==> config.mk <==
export PLATFORM = sky130hd
export DESIGN_NAME = sass_top
export DESIGN_NICKNAME = d
export VERILOG_FILES = /design/src/sass_pkg.sv /design/src/sass_fifo.sv /design/src/sass_top.sv
export VERILOG_INCLUDE_DIRS = /design/src
export SDC_FILE = /design/constraint.sdc
export NUM_CORES = 1
export LEC_CHECK = 0
export ABC_AREA = 1
export BUFFER_PORTS_ARGS = -buffer_cell sky130_fd_sc_hd__buf_2
export CAP_MARGIN = 20
export CORE_MARGIN = 2
export CORE_UTILIZATION = 25
export CTS_CLUSTER_SIZE = 40
export DETAILED_ROUTE_END_ITERATION = 7
export SYNTH_ARGS = -nofsm -noshare
export SYNTH_HDL_FRONTEND = slang
export SYNTH_SLANG_ARGS = --single-unit
==> constraint.sdc <==
create_clock -name hclk -period 2.7 [get_ports hclk]
set_input_delay 0.27 -clock hclk [delete_from_list [all_inputs] [get_ports hclk]]
set_output_delay 0.27 -clock hclk [all_outputs]
set_load 0.02 [all_outputs]
==> src/sass_cfg.svh <==
// Constants of the simultaneous converter serial sequencer: offsets, fields, counts, times.
// Assumes the sequencer files include it by bare name; definitions only.
`ifndef SASS_CFG_SVH
`define SASS_CFG_SVH

// ****************************************
// Register map
// ****************************************
`define SASS_ADDR_CTRL      32'h0000_0000
`define SASS_ADDR_STATUS    32'h0000_0004
`define SASS_ADDR_LAST      32'h0000_0008
`define SASS_CTRL_RUN_BIT   0
`define SASS_CTRL_CLR_BIT   1
`define SASS_CTRL_RESET     1'h1
`define SASS_ST_STATE       0
`define SASS_ST_LATE        2
`define SASS_ST_REF_RDY     3
`define SASS_ST_RD_ACT      4
`define SASS_ST_BIPOLAR     5
`define SASS_ST_NCHAN       8
`define SASS_ST_LEVEL       12

// ****************************************
// Sequence counts
// ****************************************
`define SASS_CLKS_PER_CHAN  7'h10
`define SASS_LAST_BIT       4'hf
`define SASS_MAX_CHANS      3'h6
`define SASS_NAP_PULSES     3'h2
`define SASS_SLEEP_PULSES   3'h4
`define SASS_FIFO_DEPTH     4

// ****************************************
// Times
// ****************************************
// Clock period 5000 ps, strobe setup 3000 ps, reference settling 2 ms.
`define SASS_CLK_PERIOD_PS  64'h0000_0000_0000_1388
`define SASS_SETUP_PS       64'h0000_0000_0000_0bb8
`define SASS_REF_SETTLE_MS  64'h0000_0000_0000_0002
`define SASS_PS_PER_MS      64'h0000_0000_3b9a_ca00
`define SASS_SETUP_CYC \
   ((`SASS_SETUP_PS + `SASS_CLK_PERIOD_PS - 64'h1) / `SASS_CLK_PERIOD_PS)
`define SASS_REF_SETTLE_CYC \
   (`SASS_REF_SETTLE_MS * `SASS_PS_PER_MS / `SASS_CLK_PERIOD_PS)

`endif

==> src/sass_pkg.sv <==
// Types shared by the serial sequencer files.
// Assumes nothing of its surroundings.
`default_nettype none
package sass_pkg;
   typedef enum logic [1:0] {SASS_ACQUIRE, SASS_CONVERT, SASS_NAP, SASS_SLEEP} sass_state_e;
   typedef logic [11:0] sass_code_t;
   typedef logic [15:0] sass_word_t;
endpackage
`default_nettype wire

==> src/sass_fifo.sv <==
// Small result FIFO with registered read data and valid/ready on both sides.
// Assumes one clock; DEPTH at least two.
`timescale 1ns/1ps
`default_nettype none
module sass_fifo #(
   parameter int WIDTH = 12,
   parameter int DEPTH = 4
) (
   // Clock and reset.
   input  wire logic                       hclk,
   input  wire logic                       hresetn,
   // Filling side.
   input  wire logic                       in_valid,
   output logic                            in_ready,
   input  wire logic [WIDTH-1:0]           in_data,
   // Draining side.
   output logic                            out_valid,
   input  wire logic                       out_ready,
   output logic      [WIDTH-1:0]           out_data,
   // Occupancy.
   output logic      [$clog2(DEPTH+1)-1:0] level
);
   localparam int PW = $clog2(DEPTH);
   localparam int CW = $clog2(DEPTH + 1);

   logic [WIDTH-1:0] mem_reg [DEPTH];
   logic [PW-1:0]    wr_ptr_reg, wr_ptr_next;
   logic [PW-1:0]    rd_ptr_reg, rd_ptr_next;
   logic [CW-1:0]    count_reg, count_next;
   logic [WIDTH-1:0] data_reg, data_next;
   logic             push;
   logic             pop;

   function automatic logic [PW-1:0] ptr_inc(input logic [PW-1:0] p);
      ptr_inc = (p == PW'(DEPTH - 1)) ? '0 : PW'(p + 1'b1);
   endfunction

   always_comb begin
      in_ready    = (count_reg != CW'(DEPTH));
      out_valid   = (count_reg != '0);
      push        = in_valid & in_ready;
      pop         = out_valid & out_ready;
      wr_ptr_next = push ? ptr_inc(wr_ptr_reg) : wr_ptr_reg;
      rd_ptr_next = pop ? ptr_inc(rd_ptr_reg) : rd_ptr_reg;
      count_next  = CW'(count_reg + CW'(push) - CW'(pop));
      // A word written into the slot about to be read bypasses the array.
      if (push && (wr_ptr_reg == rd_ptr_next)) begin
         data_next = in_data;
      end else begin
         data_next = mem_reg[rd_ptr_next];
      end
   end

   always_ff @(posedge hclk or negedge hresetn) begin
      if (!hresetn) begin
         wr_ptr_reg <= '0;
         rd_ptr_reg <= '0;
         count_reg  <= '0;
         data_reg   <= '0;
      end else begin
         wr_ptr_reg <= wr_ptr_next;
         rd_ptr_reg <= rd_ptr_next;
         count_reg  <= count_next;
         data_reg   <= data_next;
      end
   end

   always_ff @(posedge hclk) begin
      if (push) begin
         mem_reg[wr_ptr_reg] <= in_data;
      end
   end

   assign out_data = data_reg;
   assign level    = count_reg;
endmodule
`default_nettype wire

==> src/sass_top.sv <==
// Conversion and readout sequencer of a six-channel simultaneous sampling converter.
// Assumes an AHB-Lite master on hclk, asynchronous host pins, and a converter core on hclk.
`timescale 1ns/1ps
`include "sass_cfg.svh"
`default_nettype none
module sass_top #(
   parameter logic [18:0] REF_SETTLE_CYC = 19'(`SASS_REF_SETTLE_CYC),
   parameter int          FIFO_DEPTH     = `SASS_FIFO_DEPTH
) (
   // Clock and reset.
   input  wire logic        hclk,
   input  wire logic        hresetn,
   // AHB-Lite slave.
   input  wire logic        hsel,
   input  wire logic [31:0] haddr,
   input  wire logic [1:0]  htrans,
   input  wire logic        hwrite,
   input  wire logic [2:0]  hsize,
   input  wire logic [31:0] hwdata,
   input  wire logic        hready,
   output logic      [31:0] hrdata,
   output logic             hreadyout,
   output logic             hresp,
   // Host pins.
   input  wire logic        sck,
   input  wire logic        convert_strobe,
   input  wire logic        chan_count_sel_msb,
   input  wire logic        chan_count_sel_mid,
   input  wire logic        chan_count_sel_lsb,
   input  wire logic        bipolar_select,
   output logic             sdo,
   output logic             sdo_oe,
   // Converter core.
   output logic             core_start,
   output logic             core_hold,
   output logic             core_nap,
   output logic             core_sleep,
   output logic      [2:0]  core_chan_count,
   input  wire logic [11:0] core_result,
   input  wire logic        core_result_valid,
   output logic             core_result_ready
);
   localparam logic [7:0] SETUP_CYC = 8'(`SASS_SETUP_CYC);

   // ****************************************
   // Pin synchronisers
   // ****************************************
   logic [5:0] pin_s1_reg, pin_s2_reg;
   logic [1:0] edge_reg;
   logic       sck_rise, strb_rise, bipolar_sync;
   logic [2:0] sel_sync;

   always_ff @(posedge hclk or negedge hresetn) begin
      if (!hresetn) begin
         pin_s1_reg <= '0;
         pin_s2_reg <= '0;
         edge_reg   <= '0;
      end else begin
         pin_s1_reg <= {sck, convert_strobe, chan_count_sel_msb, chan_count_sel_mid,
                        chan_count_sel_lsb, bipolar_select};
         pin_s2_reg <= pin_s1_reg;
         edge_reg   <= pin_s2_reg[5:4];
      end
   end

   assign sck_rise  = pin_s2_reg[5] & ~edge_reg[1];
   assign strb_rise = pin_s2_reg[4] & ~edge_reg[0];
   assign sel_sync  = pin_s2_reg[3:1];
   assign bipolar_sync = pin_s2_reg[0];

   // ****************************************
   // Helpers
   // ****************************************
   function automatic logic [2:0] chan_count(input logic [2:0] sel);
      chan_count = (sel >= 3'h5) ? `SASS_MAX_CHANS : 3'(sel + 3'h1);
   endfunction

   function automatic sass_pkg::sass_word_t load_word(input logic ok, input sass_pkg::sass_code_t c,
                                                      input logic bipolar);
      sass_pkg::sass_code_t k;
      k         = bipolar ? {~c[11], c[10:0]} : c;
      load_word = ok ? {k, 4'h0} : '0;
   endfunction

   // ****************************************
   // Result FIFO
   // ****************************************
   logic                 fifo_valid, fifo_pop;
   sass_pkg::sass_code_t fifo_data;
   logic [2:0]           fifo_level;

   sass_fifo #(.WIDTH(12), .DEPTH(FIFO_DEPTH)) u_fifo (
      .hclk      (hclk),
      .hresetn   (hresetn),
      .in_valid  (core_result_valid),
      .in_ready  (core_result_ready),
      .in_data   (core_result),
      .out_valid (fifo_valid),
      .out_ready (fifo_pop),
      .out_data  (fifo_data),
      .level     (fifo_level)
   );

   // ****************************************
   // Register slave
   // ****************************************
   logic        accept, run_reg, run_next, clr_late;
   logic        wr_pend_reg, wr_pend_next;
   logic [31:0] wr_addr_reg, wr_addr_next, hrdata_reg, hrdata_next, status;
   logic        late_reg, late_next;
   logic        rd_active_reg, rd_active_next;
   logic [18:0] ref_reg, ref_next;
   logic [2:0]  n_chan_reg, n_chan_next;
   logic        bipolar_reg, bipolar_next;
   sass_pkg::sass_state_e state_reg, state_next;
   sass_pkg::sass_word_t  last_reg, last_next;

   always_comb begin
      accept       = hsel & hready & htrans[1] & (hsize == 3'h2);
      wr_pend_next = accept & hwrite;
      wr_addr_next = accept ? haddr : wr_addr_reg;
      run_next     = run_reg;
      clr_late     = 1'b0;
      if (wr_pend_reg && (wr_addr_reg == `SASS_ADDR_CTRL)) begin
         run_next = hwdata[`SASS_CTRL_RUN_BIT];
         clr_late = hwdata[`SASS_CTRL_CLR_BIT];
      end
      status                          = '0;
      status[`SASS_ST_STATE +: 2]     = state_reg;
      status[`SASS_ST_LATE]           = late_reg;
      status[`SASS_ST_REF_RDY]        = (ref_reg == '0);
      status[`SASS_ST_RD_ACT]         = rd_active_reg;
      status[`SASS_ST_BIPOLAR]        = bipolar_reg;
      status[`SASS_ST_NCHAN +: 3]     = n_chan_reg;
      status[`SASS_ST_LEVEL +: 3]     = fifo_level;
      hrdata_next = hrdata_reg;
      if (accept && !hwrite) begin
         if (haddr == `SASS_ADDR_CTRL) begin
            hrdata_next = {31'h0, run_reg};
         end else if (haddr == `SASS_ADDR_STATUS) begin
            hrdata_next = status;
         end else if (haddr == `SASS_ADDR_LAST) begin
            hrdata_next = {16'h0, last_reg};
         end else begin
            hrdata_next = '0;
         end
      end
   end

   always_ff @(posedge hclk or negedge hresetn) begin
      if (!hresetn) begin
         wr_pend_reg <= 1'b0;
         wr_addr_reg <= '0;
         run_reg     <= `SASS_CTRL_RESET;
         hrdata_reg  <= '0;
      end else begin
         wr_pend_reg <= wr_pend_next;
         wr_addr_reg <= wr_addr_next;
         run_reg     <= run_next;
         hrdata_reg  <= hrdata_next;
      end
   end

   assign hrdata    = hrdata_reg;
   assign hreadyout = 1'b1;
   assign hresp     = 1'b0;

   // ****************************************
   // Conversion sequencer
   // ****************************************
   logic [6:0] clk_cnt_reg, clk_cnt_next, total_clks;
   logic [2:0] pulse_reg, pulse_next;
   logic       start, start_reg;

   assign total_clks = 7'(`SASS_CLKS_PER_CHAN * {4'h0, n_chan_reg});

   always_comb begin
      state_next   = state_reg;
      clk_cnt_next = clk_cnt_reg;
      pulse_next   = pulse_reg;
      n_chan_next  = n_chan_reg;
      bipolar_next = bipolar_reg;
      ref_next     = (ref_reg != '0) ? 19'(ref_reg - 19'h1) : ref_reg;
      start        = 1'b0;
      case (state_reg)
         sass_pkg::SASS_ACQUIRE: begin
            if (sck_rise) begin
               pulse_next = '0;
            end
            if (strb_rise && run_reg) begin
               start        = 1'b1;
               state_next   = sass_pkg::SASS_CONVERT;
               pulse_next   = 3'h1;
               clk_cnt_next = sck_rise ? 7'h01 : 7'h00;
               n_chan_next  = chan_count(sel_sync);
               bipolar_next = bipolar_sync;
            end
         end
         sass_pkg::SASS_CONVERT: begin
            if (sck_rise) begin
               pulse_next   = '0;
               clk_cnt_next = 7'(clk_cnt_reg + 7'h1);
               if (clk_cnt_reg == 7'(total_clks - 7'h1)) begin
                  state_next = sass_pkg::SASS_ACQUIRE;
               end
            end else if (strb_rise) begin
               pulse_next = 3'(pulse_reg + 3'h1);
               if (3'(pulse_reg + 3'h1) == `SASS_NAP_PULSES) begin
                  state_next = sass_pkg::SASS_NAP;
               end
            end
         end
         sass_pkg::SASS_NAP: begin
            if (sck_rise) begin
               state_next = sass_pkg::SASS_ACQUIRE;
               pulse_next = '0;
            end else if (strb_rise) begin
               pulse_next = 3'(pulse_reg + 3'h1);
               if (3'(pulse_reg + 3'h1) == `SASS_SLEEP_PULSES) begin
                  state_next = sass_pkg::SASS_SLEEP;
               end
            end
         end
         sass_pkg::SASS_SLEEP: begin
            if (sck_rise) begin
               state_next = sass_pkg::SASS_ACQUIRE;
               pulse_next = '0;
               ref_next   = REF_SETTLE_CYC;
            end
         end
         default: begin
            state_next = sass_pkg::SASS_ACQUIRE;
         end
      endcase
   end

   always_ff @(posedge hclk or negedge hresetn) begin
      if (!hresetn) begin
         state_reg   <= sass_pkg::SASS_ACQUIRE;
         clk_cnt_reg <= '0;
         pulse_reg   <= '0;
         n_chan_reg  <= `SASS_MAX_CHANS;
         bipolar_reg <= 1'b0;
         ref_reg     <= '0;
         start_reg   <= 1'b0;
      end else begin
         state_reg   <= state_next;
         clk_cnt_reg <= clk_cnt_next;
         pulse_reg   <= pulse_next;
         n_chan_reg  <= n_chan_next;
         bipolar_reg <= bipolar_next;
         ref_reg     <= ref_next;
         start_reg   <= start;
      end
   end

   // Inputs are held while converting; the hold is released in acquire, nap and sleep.
   assign core_start      = start_reg;
   assign core_hold       = (state_reg == sass_pkg::SASS_CONVERT);
   assign core_nap        = (state_reg == sass_pkg::SASS_NAP);
   assign core_sleep      = (state_reg == sass_pkg::SASS_SLEEP);
   assign core_chan_count = n_chan_reg;

   // ****************************************
   // Readout shifter
   // ****************************************
   sass_pkg::sass_word_t rd_word_reg, rd_word_next;
   logic [3:0] rd_bit_reg, rd_bit_next;
   logic [2:0] rd_chan_reg, rd_chan_next;
   logic [7:0] setup_reg, setup_next;
   logic       first_reg, first_next;

   // Readout advances only on clock edges, so a slow host clock is harmless.
   always_comb begin
      rd_word_next   = rd_word_reg;
      rd_bit_next    = rd_bit_reg;
      rd_chan_next   = rd_chan_reg;
      rd_active_next = rd_active_reg;
      last_next      = last_reg;
      first_next     = first_reg;
      fifo_pop       = 1'b0;
      late_next      = clr_late ? 1'b0 : late_reg;
      setup_next     = (setup_reg != 8'hff) ? 8'(setup_reg + 8'h1) : setup_reg;
      if (start) begin
         rd_word_next   = load_word(fifo_valid, fifo_data, bipolar_sync);
         last_next      = rd_word_next;
         fifo_pop       = fifo_valid;
         rd_bit_next    = '0;
         rd_chan_next   = '0;
         rd_active_next = 1'b1;
         first_next     = 1'b1;
         setup_next     = 8'h01;
         if (sck_rise) begin
            late_next = 1'b1;
         end
      end else if (state_next == sass_pkg::SASS_NAP) begin
         rd_active_next = 1'b0;
      end else if (sck_rise && rd_active_reg) begin
         first_next = 1'b0;
         if (first_reg && (setup_reg < SETUP_CYC)) begin
            late_next = 1'b1;
         end else if (rd_bit_reg == `SASS_LAST_BIT) begin
            rd_bit_next = '0;
            if (rd_chan_reg == 3'(n_chan_reg - 3'h1)) begin
               rd_active_next = 1'b0;
            end else begin
               rd_word_next = load_word(fifo_valid, fifo_data, bipolar_reg);
               last_next    = rd_word_next;
               fifo_pop     = fifo_valid;
               rd_chan_next = 3'(rd_chan_reg + 3'h1);
            end
         end else begin
            rd_word_next = {rd_word_reg[14:0], 1'b0};
            rd_bit_next  = 4'(rd_bit_reg + 4'h1);
         end
      end
   end

   always_ff @(posedge hclk or negedge hresetn) begin
      if (!hresetn) begin
         rd_word_reg   <= '0;
         rd_bit_reg    <= '0;
         rd_chan_reg   <= '0;
         rd_active_reg <= 1'b0;
         last_reg      <= '0;
         first_reg     <= 1'b0;
         late_reg      <= 1'b0;
         setup_reg     <= 8'hff;
      end else begin
         rd_word_reg   <= rd_word_next;
         rd_bit_reg    <= rd_bit_next;
         rd_chan_reg   <= rd_chan_next;
         rd_active_reg <= rd_active_next;
         last_reg      <= last_next;
         first_reg     <= first_next;
         late_reg      <= late_next;
         setup_reg     <= setup_next;
      end
   end

   assign sdo    = rd_word_reg[15];
   assign sdo_oe = rd_active_reg;
endmodule
`default_nettype wire

After elaboration in Yosys (flattened, before gate mapping)
Memories as Yosys holds them, arrays and structs flattened. A register that Yosys moved wholly into a read port is not among the register bits.
Index checks and enable logic that the tools add are counted.
Word-level totals
  register bits after elaboration: 173
  memory bits (writable): 48
  bits of input ports: 93
  output and inout port bits: 44
  word-level logic and storage cells: 187
  memories: 1
Cells by class
  add/sub/neg operators: 13
  magnitude comparators: 2
  eq/ne operators: 24
  mux-type cells: 83
  bitwise gates (word level): 11
  reduce and logical (&&, ||, !) cells: 28
Memories
  u_fifo.mem_reg: words 4, width 12, rd ports 1, clocked after Yosys merged registers in 1, write ports 1, line sass_fifo.sv:26  | logic [WIDTH-1:0] mem_reg [DEPTH];
Operator list (count)
  $mux 16: 16
  $logic_not 32->1: 2
  $mux 19: 3
  $mux 3: 11
  $eq 32x3->1 const B: 1
  $eq 32x4->1 const B: 1
  $mux 1: 27
  $mux 12: 2
  $mux 2: 12
  $mux 4: 5
  $logic_not 19->1: 1
  $reduce_bool 19->1: 1
  $sub 19x1->19 const B: 1
  $mux 8: 2
  $mux 7: 2
  $pmux 7 s2: 1
  $reduce_bool 3->1: 4
  $eq 2x2->1 const B: 5
  $add 3x1->3 const B: 3
  $ne 3x3->1 const B: 3
  $pmux 3 s3: 1
  $add 8x1->8 const B: 1
  $and 1x1->1: 8
  $lt 8x1->1 const B: 1
  29 further kinds: 47

Depth between registers and ports, before layout
Gate-level depths: netlist of run 1.
  word-level depth: 11
  gate-level depth with buffers: 22
  mapped depth without buffers: 21

By module
From an unflattened synthesis of run 1, not the netlist that was laid out.
Unflattened totals
  cell total of the unflattened synthesis: 1169
  area total of the unflattened synthesis: 10110.9 sq um
Modules (own cells, without submodules)
  sass_top: instances 1, cells an instance 865, area an instance 7059.3 sq um, seq. area each 3567.2 sq um
  sass_fifo: instances 1, cells an instance 304, area an instance 3051.7 sq um, seq. area each 1916.8 sq um

Worst setup path after synthesis of run 1
Ideal clock, no wire load.
  path kind: register to register
  start point: reg n_chan_reg[1], in the netlist core_chan_count[1]
  end point: reg u_fifo.count_reg[2], in the netlist u_fifo.level[2]
  library setup time: 0.129 ns
  data arrival time: 2.734 ns
  setup slack: -0.163 ns
  cell stages (with the launch flop): 18
  period minus slack after synthesis: 2.863 ns
  path through: dfstp_2 inv_1 ha_1 a21oi_1 nand2_1 nor2_1 nand2_1 nand2_1 nand2_1 nand2_1 nand3_2 nand3_4 inv_2 ha_1 inv_1 ha_1 fa_1 xor2_1
Between the ends
  longest elaborated chain between the ends: 10
  elaborated cells between the ends (all ways): 16
Ends and longest elaborated chain
  start: declaration: line sass_top.sv:113  | logic [2:0] n_chan_reg, n_chan_next;
  start signal: assignment: line sass_top.sv:242  | n_chan_reg <= `SASS_MAX_CHANS;
  start signal: assignment: line sass_top.sv:250  | n_chan_reg <= n_chan_next;
  $sub 7x1->7 or $sub 3x1->3 (tied branches): line sass_top.sv:203, sass_top.sv:304
  $eq 7x7->1 or $eq 3x3->1 (tied branches): line sass_top.sv:203, sass_top.sv:304
  $mux 2 or $mux 1 (tied branches): line sass_top.sv:203, sass_top.sv:304
  $mux 2 or $mux 1 (tied branches): line sass_top.sv:200, sass_top.sv:302
  $pmux 2 s4 or $mux 1 (tied branches): line sass_top.sv:185, sass_top.sv:300
  $eq 2x2->1 or $mux 1 (tied branches): line sass_top.sv:296, sass_top.sv:298
  $mux 1 *: line sass_top.sv:296  | end else if (state_next == sass_pkg::SASS_NAP) begin
  $mux 1 *: line sass_top.sv:284  | if (start) begin
  $and 1x1->1 *: line sass_fifo.sv:42  | pop = out_valid & out_ready;
  $sub 3x1->3 *: line sass_fifo.sv:45  | count_next = CW'(count_reg + CW'(push) - CW'(pop));
  via u_fifo.count_next[2]: line sass_fifo.sv:29  | logic [CW-1:0] count_reg, count_next;
  end signal: assignment: line sass_fifo.sv:63  | count_reg <= count_next;
  end: declaration: line sass_fifo.sv:29
Mark *: on every way through the listed nets, which the timed path passes. The rest lies on a longest branch.
A chain may end at the register's enable or synchronous reset.

Final worst setup path of run 1
  start point: reg pulse_reg[1]
  end point: reg state_reg[0]
Between the ends
  longest elaborated chain between the ends: 6
  elaborated cells between the ends (all ways): 10
Ends and longest elaborated chain
  start: declaration: line sass_top.sv:172  | logic [2:0] pulse_reg, pulse_next;
  start signal: assignment: line sass_top.sv:249  | pulse_reg <= pulse_next;
  $add 3x1->3 *: line sass_top.sv:208, sass_top.sv:219
  $eq 3x3->1 (no line) or $eq 3x2->1 (tied branches)
  $mux 2, on equally long branches: line sass_top.sv:219, sass_top.sv:208
  $mux 2, on equally long branches: line sass_top.sv:217, sass_top.sv:206
  $mux 2, on equally long branches: line sass_top.sv:214, sass_top.sv:200
  $pmux 2 s4 *: line sass_top.sv:185  | case (state_reg)
  via state_next[0]: line sass_top.sv:115  | sass_pkg::sass_state_e state_reg, state_next;
  end signal: assignment: line sass_top.sv:239  | state_reg <= sass_pkg::SASS_ACQUIRE;
  end signal: assignment: line sass_top.sv:247  | state_reg <= state_next;
  end: declaration: line sass_top.sv:115
Marks and branches as above.

==> summary.md, run 1 <==
| Metric | Value |
|---|---|
| Run status | finished, violations left |
| Violated checks | negative setup slack |
| Overflow after GRT | 0 |
| Proportion of synthesized chip area in sequential cells | 55.2% |
| Tot GR Track Use | 11.7% |
| Sort of element at the end of the critical path | flop |
| Delay-heaviest family, CP | buffers and inverters |
| Antenna violations before repair | 0 |
| Initial DRC Count | between 400 and 500 |
| Leading cell types by total area after synthesis | sky130_fd_sc_hd__dfrtp_1 38%, sky130_fd_sc_hd__edfxtp_1 15%, sky130_fd_sc_hd__nand2_1 12%, sky130_fd_sc_hd__inv_1 5.6%, sky130_fd_sc_hd__o21ai_0 4.0% |
| Total of max-cap violations | 0 |
| Dpl ws | -0.0430 ns |
| Width of the die | 203 um |
| CP dominant cell by count | sky130_fd_sc_hd__buf_4 |
| Area taken by flip-flops and latches | 5480 um2 |
| Die Span Y | 203 um |
| Worst rel slew slack | about 54% |
| Internal | ~7.7 mW |
| Final max-slew violation count | 0 |
| Vias after detailed routing | 7888 |
| Type of element launching the critical path | flop |
| Post-Synth XOR/XNOR Area | less than 1% |
| Post-Synth Simple-Gate Area | 23.8% |
| Most frequently used flop master after synthesis | sky130_fd_sc_hd__dfrtp_1 |
| Mean post-synth cell area | 8.83 um2 |
| Comb power frac | 33.0% |
| First-pass iteration count of the detailed router | 5 |
| Layout Area Growth over Synthesis | 28.1% |
| CP max FO | 2 |
| Clock Tree Buf Depth | 3 |
| Final estimated routing congestion in global placement | around 0.8 |
| R2r worst-path depth | 22 |
| Compound-Gate Fraction of Synth Area | 7.92% |
| Deepest level of the CTS H-tree | 1 |
| Remaining antenna violation count | 0 |
| Share of final-layout standard cells stronger than drive strength 1 | 18.8% |
| Flip-flop count of the largest register after layout | 48 |
| Switching power as a share of total power | 34.2% |
| Setup repair after global routing missed its margin | yes |
| Number of CTS-inserted buffers | 23 |
| Maximum cell stage delay along the critical path | approximately 0.38 ns |
| Number of flops mapped to enable cells by yosys | 48 |
| Sequential group share of total power | 39.3% |
| Post-synthesis instance area | ~10000 um2 |
| Number of core rows | 73 |
| Total core area | 39500 um2 |
| Endpoint required time on the critical path | approximately 3.2 ns |
| Number of global-route vias before repair | ~7700 |
| RR Startpoint | pulse_reg[1]$_DFFE_PN0P_ |
| Post-synth top area share | 37.8% |
| Maximum frequency from static timing analysis | 366 MHz |
| Multiplexer share of the synthesized area | 0.214% |
| Tcrit/Tclk final | 101% |
| Data arrival, critical path | about 3.2 ns |
| Effective utilization at floorplan | 25.2% |
| Final Worst Setup Slack | -0.0328 ns |
| Worst hold path cell count | 3 |
| Worst setup skew after layout | 0.0103 ns |
| Number of port buffers | 87 |
| Area share of fa/ha/maj cells after synthesis | 3.22% |
| Library cell occupying the most area in the post-synthesis netlist | sky130_fd_sc_hd__dfrtp_1 |
| Average routed wire per standard cell | 13.1 um |
| Number of warnings reported in the yosys synthesis log | 0 |
| Vias per std cell | 4.25 |
| Count of unique library cells instantiated by Yosys | 60 |
| HPWL Detailed | 17000 um |
| Worst min-delay path category | in -> reg |
| Post-detailed-routing wire length | between 20000 and 25000 um |
| Combinational family with the most area after synthesis | simple AND/OR/NAND/NOR gates |
| Critical-path cell list | ha_2 -> ha_4 -> nand2_2 -> inv_1 -> nand3_2 -> nand3_2 -> inv_2 -> nand2_2 -> nand2_2 -> nand2_2 -> buf_4 -> buf_4 -> buf_4 -> buf_4 -> buf_4 -> buf_4 -> buf_4 -> buf_4 -> buf_4 -> buf_4 -> buf_4 -> inv_1 |
| Worst slew pin tran | 0.686 ns |
| Number of cells produced by synthesis | 1125 |
| Antenna cell count | 0 |
| Footprint of the multi-input gates | 3780 um2 |
| Slowest cell on crit path | sky130_fd_sc_hd__dfrtp_1 |
| Insertion delay to the later sink of the worst-skew pair | 0.52 ns |
| Total leakage power | slightly above 6 nW |
| Die area | roughly 41000 um2 |
| Most numerous cell types in the synthesized netlist | 324 x sky130_fd_sc_hd__nand2_1, 150 x sky130_fd_sc_hd__dfrtp_1, 147 x sky130_fd_sc_hd__inv_1, 79 x sky130_fd_sc_hd__o21ai_0, 74 x sky130_fd_sc_hd__nand3_1 |
| Clock share of power | 27.6% |
| Worst hold start | haddr[7] |
| Critical path buffer and inverter count | 14 |
| CTS sink count | 209 |
| Largest net degree at the start of global routing | 63 |
| Final Setup Violations | 1 |
| Boundary Pins | 137 |
| Shortest clock period the worst path allows after layout | 2.73 ns |
| Post-route total power | 11.7 mW |
| NetSw | between 4 and 5 mW |
| Global-route wire length before repair | 39400 um |
| RR Endpoint | state_reg[0]$_DFF_PN0_ |
| R2R Setup Slk | -0.03 ns |
| Final Hold Vio Count | 0 |
| TritonCTS clock tree | built |
| Top-count cell post-synth | sky130_fd_sc_hd__nand2_1 |
| Power density of the placed cells | 922 nW/um2 |
| Post-synth ARST share | 77.0% |
| Clk pin slew, worst setup/hold paths | 0.06 ns |
| Hold-critical path endpoint | wr_addr_reg[7]$_DFFE_PN0P_ |
| Number of design rule violations left after detail routing | 0 |
| Largest voltage drop on the vdd net | 527 uV |
| Category of the most critical setup path | reg -> reg |
| Clock root buffer master | sky130_fd_sc_hd__clkbuf_16 |
| Post-synthesis sequential element count | 209 |
| Layout net count | 1432 |
| Fill cell count | ~4100 |
[worst reg2reg max path, delay by kind of cell, from the launching register on]
kind	cells	cell delay (ns)
buffers and inverters	14	1.48
flip-flops	1	0.38
adder cells (fa/ha/maj)	2	0.46
AND/OR/NAND/NOR	6	0.37
[timing repair]
item	CTS	global route
setup buffers	12	3
setup endpoints to repair	14	39
pin swaps	9	9
hold buffers	45	0
cloned	0	2
resized for setup	4	21
hold endpoints to repair	132	0
[layout make-up]
type	instances	share of cell area, %
inverters	153	4.58
multi-input cells	732	29.7
flip-flops and latches	209	43.1
clock buffers	30	5.07
clock inverters	11	1.06
repair inverters	2	0.0983
well taps	525	5.16
repair buffers	193	11.2
[layer usage]
metal / up-vias / global-route usage, % / routed length [um]
met5: - / 0 / 0
li1: 3979 / - / -
met3: 30 / 2.30 / 1090
met4: 0 / 2.37 / 366
met1: 3718 / 16.0 / 11800
met2: 161 / 19.1 / 11000
[through the flow]
step           TNS (ns)  instances  instance area [um2]  utilization [%]  hold WS (ns)
2_1_floorplan   -0.0625       1141                10000                -       -0.0256
3_5_place_dp     -0.108       1752                11300             28.6         0.304
4_1_cts          -0.116       1850                12600             32.0        0.0299
3_3_place_gp    -0.0474       1752                11300             28.6         0.296
5_1_grt           -2.76       1855                12700             32.2        0.0355
6_report        -0.0328       1855                12700             32.2        0.0457
[power groups by stage]
stage          sequential, mW  clock (mW)  combinational [mW]
2_1_floorplan            4.59           0                2.36
3_3_place_gp             4.64           0                3.41
3_5_place_dp             4.67           0                3.50
4_1_cts                  4.62        3.32                3.79
5_1_grt                  4.72        3.47                4.42
6_report                 4.62        3.24                3.88
[worst max-delay path by stage]
stage	startpoint	endpoint	slack, ns	depth (start not counted)
2_1_floorplan	core_chan_count[1]$_DFFE_PN1P_	u_fifo.level[2]$_DFF_PN0_	-0.05	18
3_3_place_gp	core_chan_count[1]$_DFFE_PN1P_	u_fifo.level[2]$_DFF_PN0_	-0.03	18
3_5_place_dp	pulse_reg[0]$_DFFE_PN0P_	u_fifo.level[2]$_DFF_PN0_	-0.04	16
4_1_cts	core_chan_count[1]$_DFFE_PN1P_	u_fifo.level[2]$_DFF_PN0_	-0.05	18
5_1_grt	pulse_reg[1]$_DFFE_PN0P_	state_reg[0]$_DFF_PN0_	-0.15	22
6_report	pulse_reg[1]$_DFFE_PN0P_	state_reg[0]$_DFF_PN0_	-0.03	22
[layout by cell type, fill, tap and decap left out, types with 10 or more instances in the layout]
cell type	count
sky130_fd_sc_hd__buf_2	86
sky130_fd_sc_hd__o21ai_0	79
sky130_fd_sc_hd__clkbuf_16	23
sky130_fd_sc_hd__nand3_1	71
sky130_fd_sc_hd__nor4_1	17
sky130_fd_sc_hd__dfrtp_1	150
sky130_fd_sc_hd__nor2_1	63
sky130_fd_sc_hd__edfxtp_1	48
sky130_fd_sc_hd__nand2_1	317
sky130_fd_sc_hd__ha_1	19
sky130_fd_sc_hd__conb_1	18
sky130_fd_sc_hd__nand3b_1	14
sky130_fd_sc_hd__inv_1	142
sky130_fd_sc_hd__dlygate4sd3_1	45
sky130_fd_sc_hd__nand2_2	10
sky130_fd_sc_hd__a21oi_1	20
sky130_fd_sc_hd__nor3_1	11
sky130_fd_sc_hd__buf_4	53
sky130_fd_sc_hd__dfstp_2	11
[cell families after synthesis]
group                    after synthesis
AND/OR/NAND/NOR                      537
flip-flops                           209
buffers and inverters                200
AO/OA/AOI/OAI                        139
adder cells (fa/ha/maj)               25
XOR/XNOR                              11
other                                  2
multiplexers                           2
No activity file was read; power rests on OpenSTA's default activity.
==> run 2, diff against run 1 <==
--- a/config.mk
+++ b/config.mk
@@ -15,4 +15,5 @@
 export DETAILED_ROUTE_END_ITERATION = 7
 export SYNTH_ARGS = -nofsm -noshare
 export SYNTH_HDL_FRONTEND = slang
+export SYNTH_HIERARCHICAL = 1
 export SYNTH_SLANG_ARGS = --single-unit
==> run 2 against run 1 <==
The flow still finishes with violations (negative setup slack); first-iteration DRC count up 9.3%; cell count up 1.3%; routed wire length down 3.0%; area after synthesis up 1.8%; critical endpoint is now u_fifo/level[1]$_DFF_PN0_; largest power group unchanged.
==> summary.md, run 2 <==
| Metric | Value |
|---|---|
| Run status | finished, violations left |
| Violated checks | negative setup slack |
| Post-detailed-routing wire length | 23500 um (-3.0%) |
| Antenna cell count | 0 (unchanged) |
| Flip-flop count of the largest register after layout | 48 (unchanged) |
| Most numerous cell types in the synthesized netlist | 306 x sky130_fd_sc_hd__nand2_1, 154 x sky130_fd_sc_hd__inv_1, 150 x sky130_fd_sc_hd__dfrtp_1, 101 x sky130_fd_sc_hd__nand3_1, 81 x sky130_fd_sc_hd__nor2_1 |
| Top routing layer used | met4 |
| Slowest cell on crit path | sky130_fd_sc_hd__dfstp_2 |
| Share of final-layout standard cells stronger than drive strength 1 | 18.6% (-0.19 points) |
| Power density of the placed cells | 963 nW/um2 (+4.4%) |
| Effective utilization at floorplan | 25.4% (+0.21 points) |
| Dpl cells | 1798 (+2.6%) |
| Deepest level of the CTS H-tree | 1 (unchanged) |
| Tcrit/Tclk final | 105% (+3.4 points) |
| Post-synth top area share | 37.1% (-0.66 points) |
| Clk pin slew, worst setup/hold paths | 0.06 ns (about the same) |
| Post-synth ARST share | 77.0% (unchanged) |
| Most common cell after layout, fill and taps aside | sky130_fd_sc_hd__nand2_1 |
| Remaining antenna violation count | 0 (unchanged) |
| Count of unique library cells instantiated by Yosys | 46 (-23%) |
| Post-synthesis sequential element count | 209 (unchanged) |
| Worst setup skew after layout | 0.0194 ns (+0.00911 ns) |
| Met2 WL | 10400 um (-4.9%) |
| Final estimated routing congestion in global placement | 0.824 (+0.60%) |
| Data arrival, critical path | 3.24 ns (+0.05 ns) |
| Number of warnings reported in the yosys synthesis log | 6 (+6) |
| Insertion delay to the later sink of the worst-skew pair | 0.54 ns (+0.02 ns) |
| Post-route total power | 12.2 mW (+4.3%) |
| Average routed wire per standard cell | 12.5 um (-4.2%) |
| CTS sink count | 209 (unchanged) |
| Number of global-route vias before repair | 7761 (+0.45%) |
| Clock Tree Buf Depth | 3 (unchanged) |
| Switching power as a share of total power | 35.1% (+0.91 points) |
| Antenna violations before repair | 0 (unchanged) |
| Number of cells produced by synthesis | 1169 (+3.9%) |
| Maximum cell stage delay along the critical path | 0.53 ns (+0.15 ns) |
| Sort of element at the end of the critical path | flop |
| Total leakage power | 6.23 nW (+2.6%) |
| Number of core rows | 73 (unchanged) |
| Final Hold Vio Count | 0 (unchanged) |
| Number of flops mapped to enable cells by yosys | 48 (unchanged) |
| Initial DRC Count | 543 (+9.3%) |
| First-pass iteration count of the detailed router | 7 (+2) |
| Overflow after GRT | 0 (unchanged) |
| Number of CTS-inserted buffers | 25 (+8.7%) |
| Vias per std cell | 4.25 (about the same) |
| HPWL Detailed | 16900 um (-0.87%) |
| Global-route wire length before repair | 38800 um (-1.4%) |
| Internal | 7.94 mW (+2.9%) |
| Final Instance Count excl. Fillers | 1879 (+1.3%) |
| Top-count cell post-synth | sky130_fd_sc_hd__nand2_1 |
| Final Worst Setup Slack | -0.125 ns (-0.0925 ns) |
| Shortest clock period the worst path allows after layout | 2.83 ns (+0.0925 ns) |
| Vias after detailed routing | 7993 (+1.3%) |
| Met3 Wirelength | 1100 um (+1.0%) |
| Tightest hold margin | 0.0231 ns (-0.0226 ns) |
| Number of port buffers | 87 (unchanged) |
| Total of max-cap violations | 0 (unchanged) |
| Library cell occupying the most area in the post-synthesis netlist | sky130_fd_sc_hd__dfrtp_1 |
| Category of the most critical setup path | reg -> reg |
| Critical-path cell list | inv_2 -> ha_4 -> buf_4 -> xnor2_2 -> a21oi_1 -> nand2_1 -> o21ai_1 -> nor2_2 -> nand2_4 -> nor2_4 -> nand2_4 -> inv_4 -> ha_4 -> inv_2 -> ha_4 -> inv_2 -> fa_2 -> inv_1 |
| Worst slew pin tran | 0.819 ns (+0.132 ns) |
| Most frequent cells in the layout | 303 x sky130_fd_sc_hd__nand2_1, 151 x sky130_fd_sc_hd__inv_1, 150 x sky130_fd_sc_hd__dfrtp_1, 100 x sky130_fd_sc_hd__nand3_1, 86 x sky130_fd_sc_hd__buf_2 |
| Worst rel slew slack | 45.2% (-9.0 points) |
| TritonCTS clock tree | built |
| Clock share of power | 28.5% (+0.9 points) |
| Die Span Y | 205 um (+0.87%) |
| Layout net count | 1453 (+1.5%) |
| Clock root buffer master | sky130_fd_sc_hd__clkbuf_16 |
| Largest voltage drop on the vdd net | 463 uV (-12%) |
| Boundary Pins | 137 (unchanged) |
| Die area | 42100 um2 (+1.7%) |
| Placed instance area | 11400 um2 (+1.6%) |
| Width of the die | 205 um (+0.87%) |
| Comb power frac | 33.2% (+0.2 points) |
| Mean post-synth cell area | 8.65 um2 (-2.1%) |
| Post-synthesis instance area | 10100 um2 (+1.8%) |
| Maximum frequency from static timing analysis | 354 MHz (-3.3%) |
| Tot GR Track Use | 11.4% (-0.32 points) |
| Final Setup Violations | 13 (+12) |
| Proportion of synthesized chip area in sequential cells | 54.2% (-0.96 points) |
| Setup TNS | -0.364 ns (-0.331 ns) |
| Sequential group share of total power | 38.3% (-1.0 points) |
| Worst min-delay path category | in -> reg |
| Final max-slew violation count | 0 (unchanged) |
| Most frequently used flop master after synthesis | sky130_fd_sc_hd__dfrtp_1 |
| Layout Area Growth over Synthesis | 25.8% |
| Setup repair after global routing missed its margin | yes |
| CP max FO | 3 (+1) |
| Largest net degree at the start of global routing | 61 (-3.2%) |
| Leading cell types by total area after synthesis | sky130_fd_sc_hd__dfrtp_1 37%, sky130_fd_sc_hd__edfxtp_1 14%, sky130_fd_sc_hd__nand2_1 11%, sky130_fd_sc_hd__inv_1 5.7%, sky130_fd_sc_hd__nand3_1 5.0% |
| Total core area | 39800 um2 (+0.93%) |
| Fin area | 12700 um2 (about the same) |
| Metal-1 WL | 11600 um (-2.3%) |
| Endpoint required time on the critical path | 3.12 ns (-0.03 ns) |
| Number of design rule violations left after detail routing | 0 (unchanged) |
| Fill cell count | 4148 (+1.0%) |
| Type of element launching the critical path | flop |
| NetSw | 4.30 mW (+7.1%) |
[run 2: changes by cell type after synthesis, sizes merged, moves of 4 or more]
cell / delta
xor2: +5
nand2: -12
nand4: +22
nor2: +20
o21a: -4
nor3: +4
nand3: +27
nand3b: -12
inv: +8
buf: +5
nor4: -7
[run 2: cell families (layout without fill, tap and decap cells)]
kind of cell               count (synthesis)  after routing  share of synthesized area, %
buffers and inverters                    213            382                          9.06
adders and majority gates                 25             25                          3.17
DFF                                      209            209                          54.2
and+or+nand+nor                          579            579                          25.4
other                                      2             18                        0.0743
AOI/OAI and AO/OA                        125            125                          6.67
xor gates and xnor gates                  14             14                          1.21
muxes                                      2              2                         0.223
[run 2: metal layers]
metal / track usage, % / vias up
met2: 18.2 / 154
met4: 2.31 / 0
met5: 0 / -
met1: 16.0 / 3736
li1: - / 4073
met3: 2.16 / 30
[run 2: worst paths after layout]
check	startpoint	cells past startpoint	slack, ns	end
setup / recovery	core_chan_count[1]$_DFFE_PN1P_	18	-0.13	u_fifo/level[1]$_DFF_PN0_
hold reg to reg	pin_s1_reg[2]$_DFF_PN0_	0	0.35	pin_s2_reg[2]$_DFF_PN0_
max in group asynchronous	hresetn	3	1.63	core_chan_count[2]$_DFFE_PN1P_
hold / removal	hwrite	3	0.02	wr_pend_reg$_DFF_PN0_
setup reg to reg	core_chan_count[1]$_DFFE_PN1P_	18	-0.13	u_fifo/level[1]$_DFF_PN0_
min in group asynchronous	hresetn	2	0.30	wr_addr_reg[18]$_DFFE_PN0P_
[run 2: repair_timing]
action	4_1_cts	5_1_grt
endpoints found under the hold margin	102	0
pin swaps	7	4
setup buffers	4	3
hold buffers	28	0
setup endpoints to repair	14	14
resized for setup	11	6
[run 2: layout make-up]
class | count | area [um2] | share of cell area, %
clock buffer | 37 | 741 | 5.83
clock inverter | 9 | 121 | 0.954
inverter | 162 | 611 | 4.80
multi-input combinational | 763 | 3880 | 30.5
sequential | 209 | 5480 | 43.1
tap | 525 | 657 | 5.17
timing repair buffer | 174 | 1230 | 9.64
[run 2: worst max-delay path, delay by kind of cell (launching register included)]
family	cells	cell delay, ns
AO/OA/AOI/OAI	2	0.14
XOR/XNOR	1	0.09
adder cells (fa/ha/maj)	4	1.07
buffers and inverters	6	0.35
flip-flops	1	0.53
AND/OR/NAND/NOR	5	0.54
[run 2: metrics by stage]
step           setup WS [ns]  util (%)
2_1_floorplan         -0.241         -
3_3_place_gp          -0.116      28.7
3_5_place_dp          -0.138      28.7
4_1_cts               -0.130      31.8
5_1_grt               -0.277      31.9
6_report              -0.125      31.9
[run 2: power groups by stage]
stage | clock, mW | sequential (mW) | combinational [mW]
after floorplan | 0 | 4.65 | 2.67
after global placement | 0 | 4.72 | 3.81
after detailed placement | 0 | 4.75 | 3.90
after CTS | 3.61 | 4.70 | 4.05
after global routing | 3.75 | 4.82 | 4.66
final | 3.49 | 4.69 | 4.06
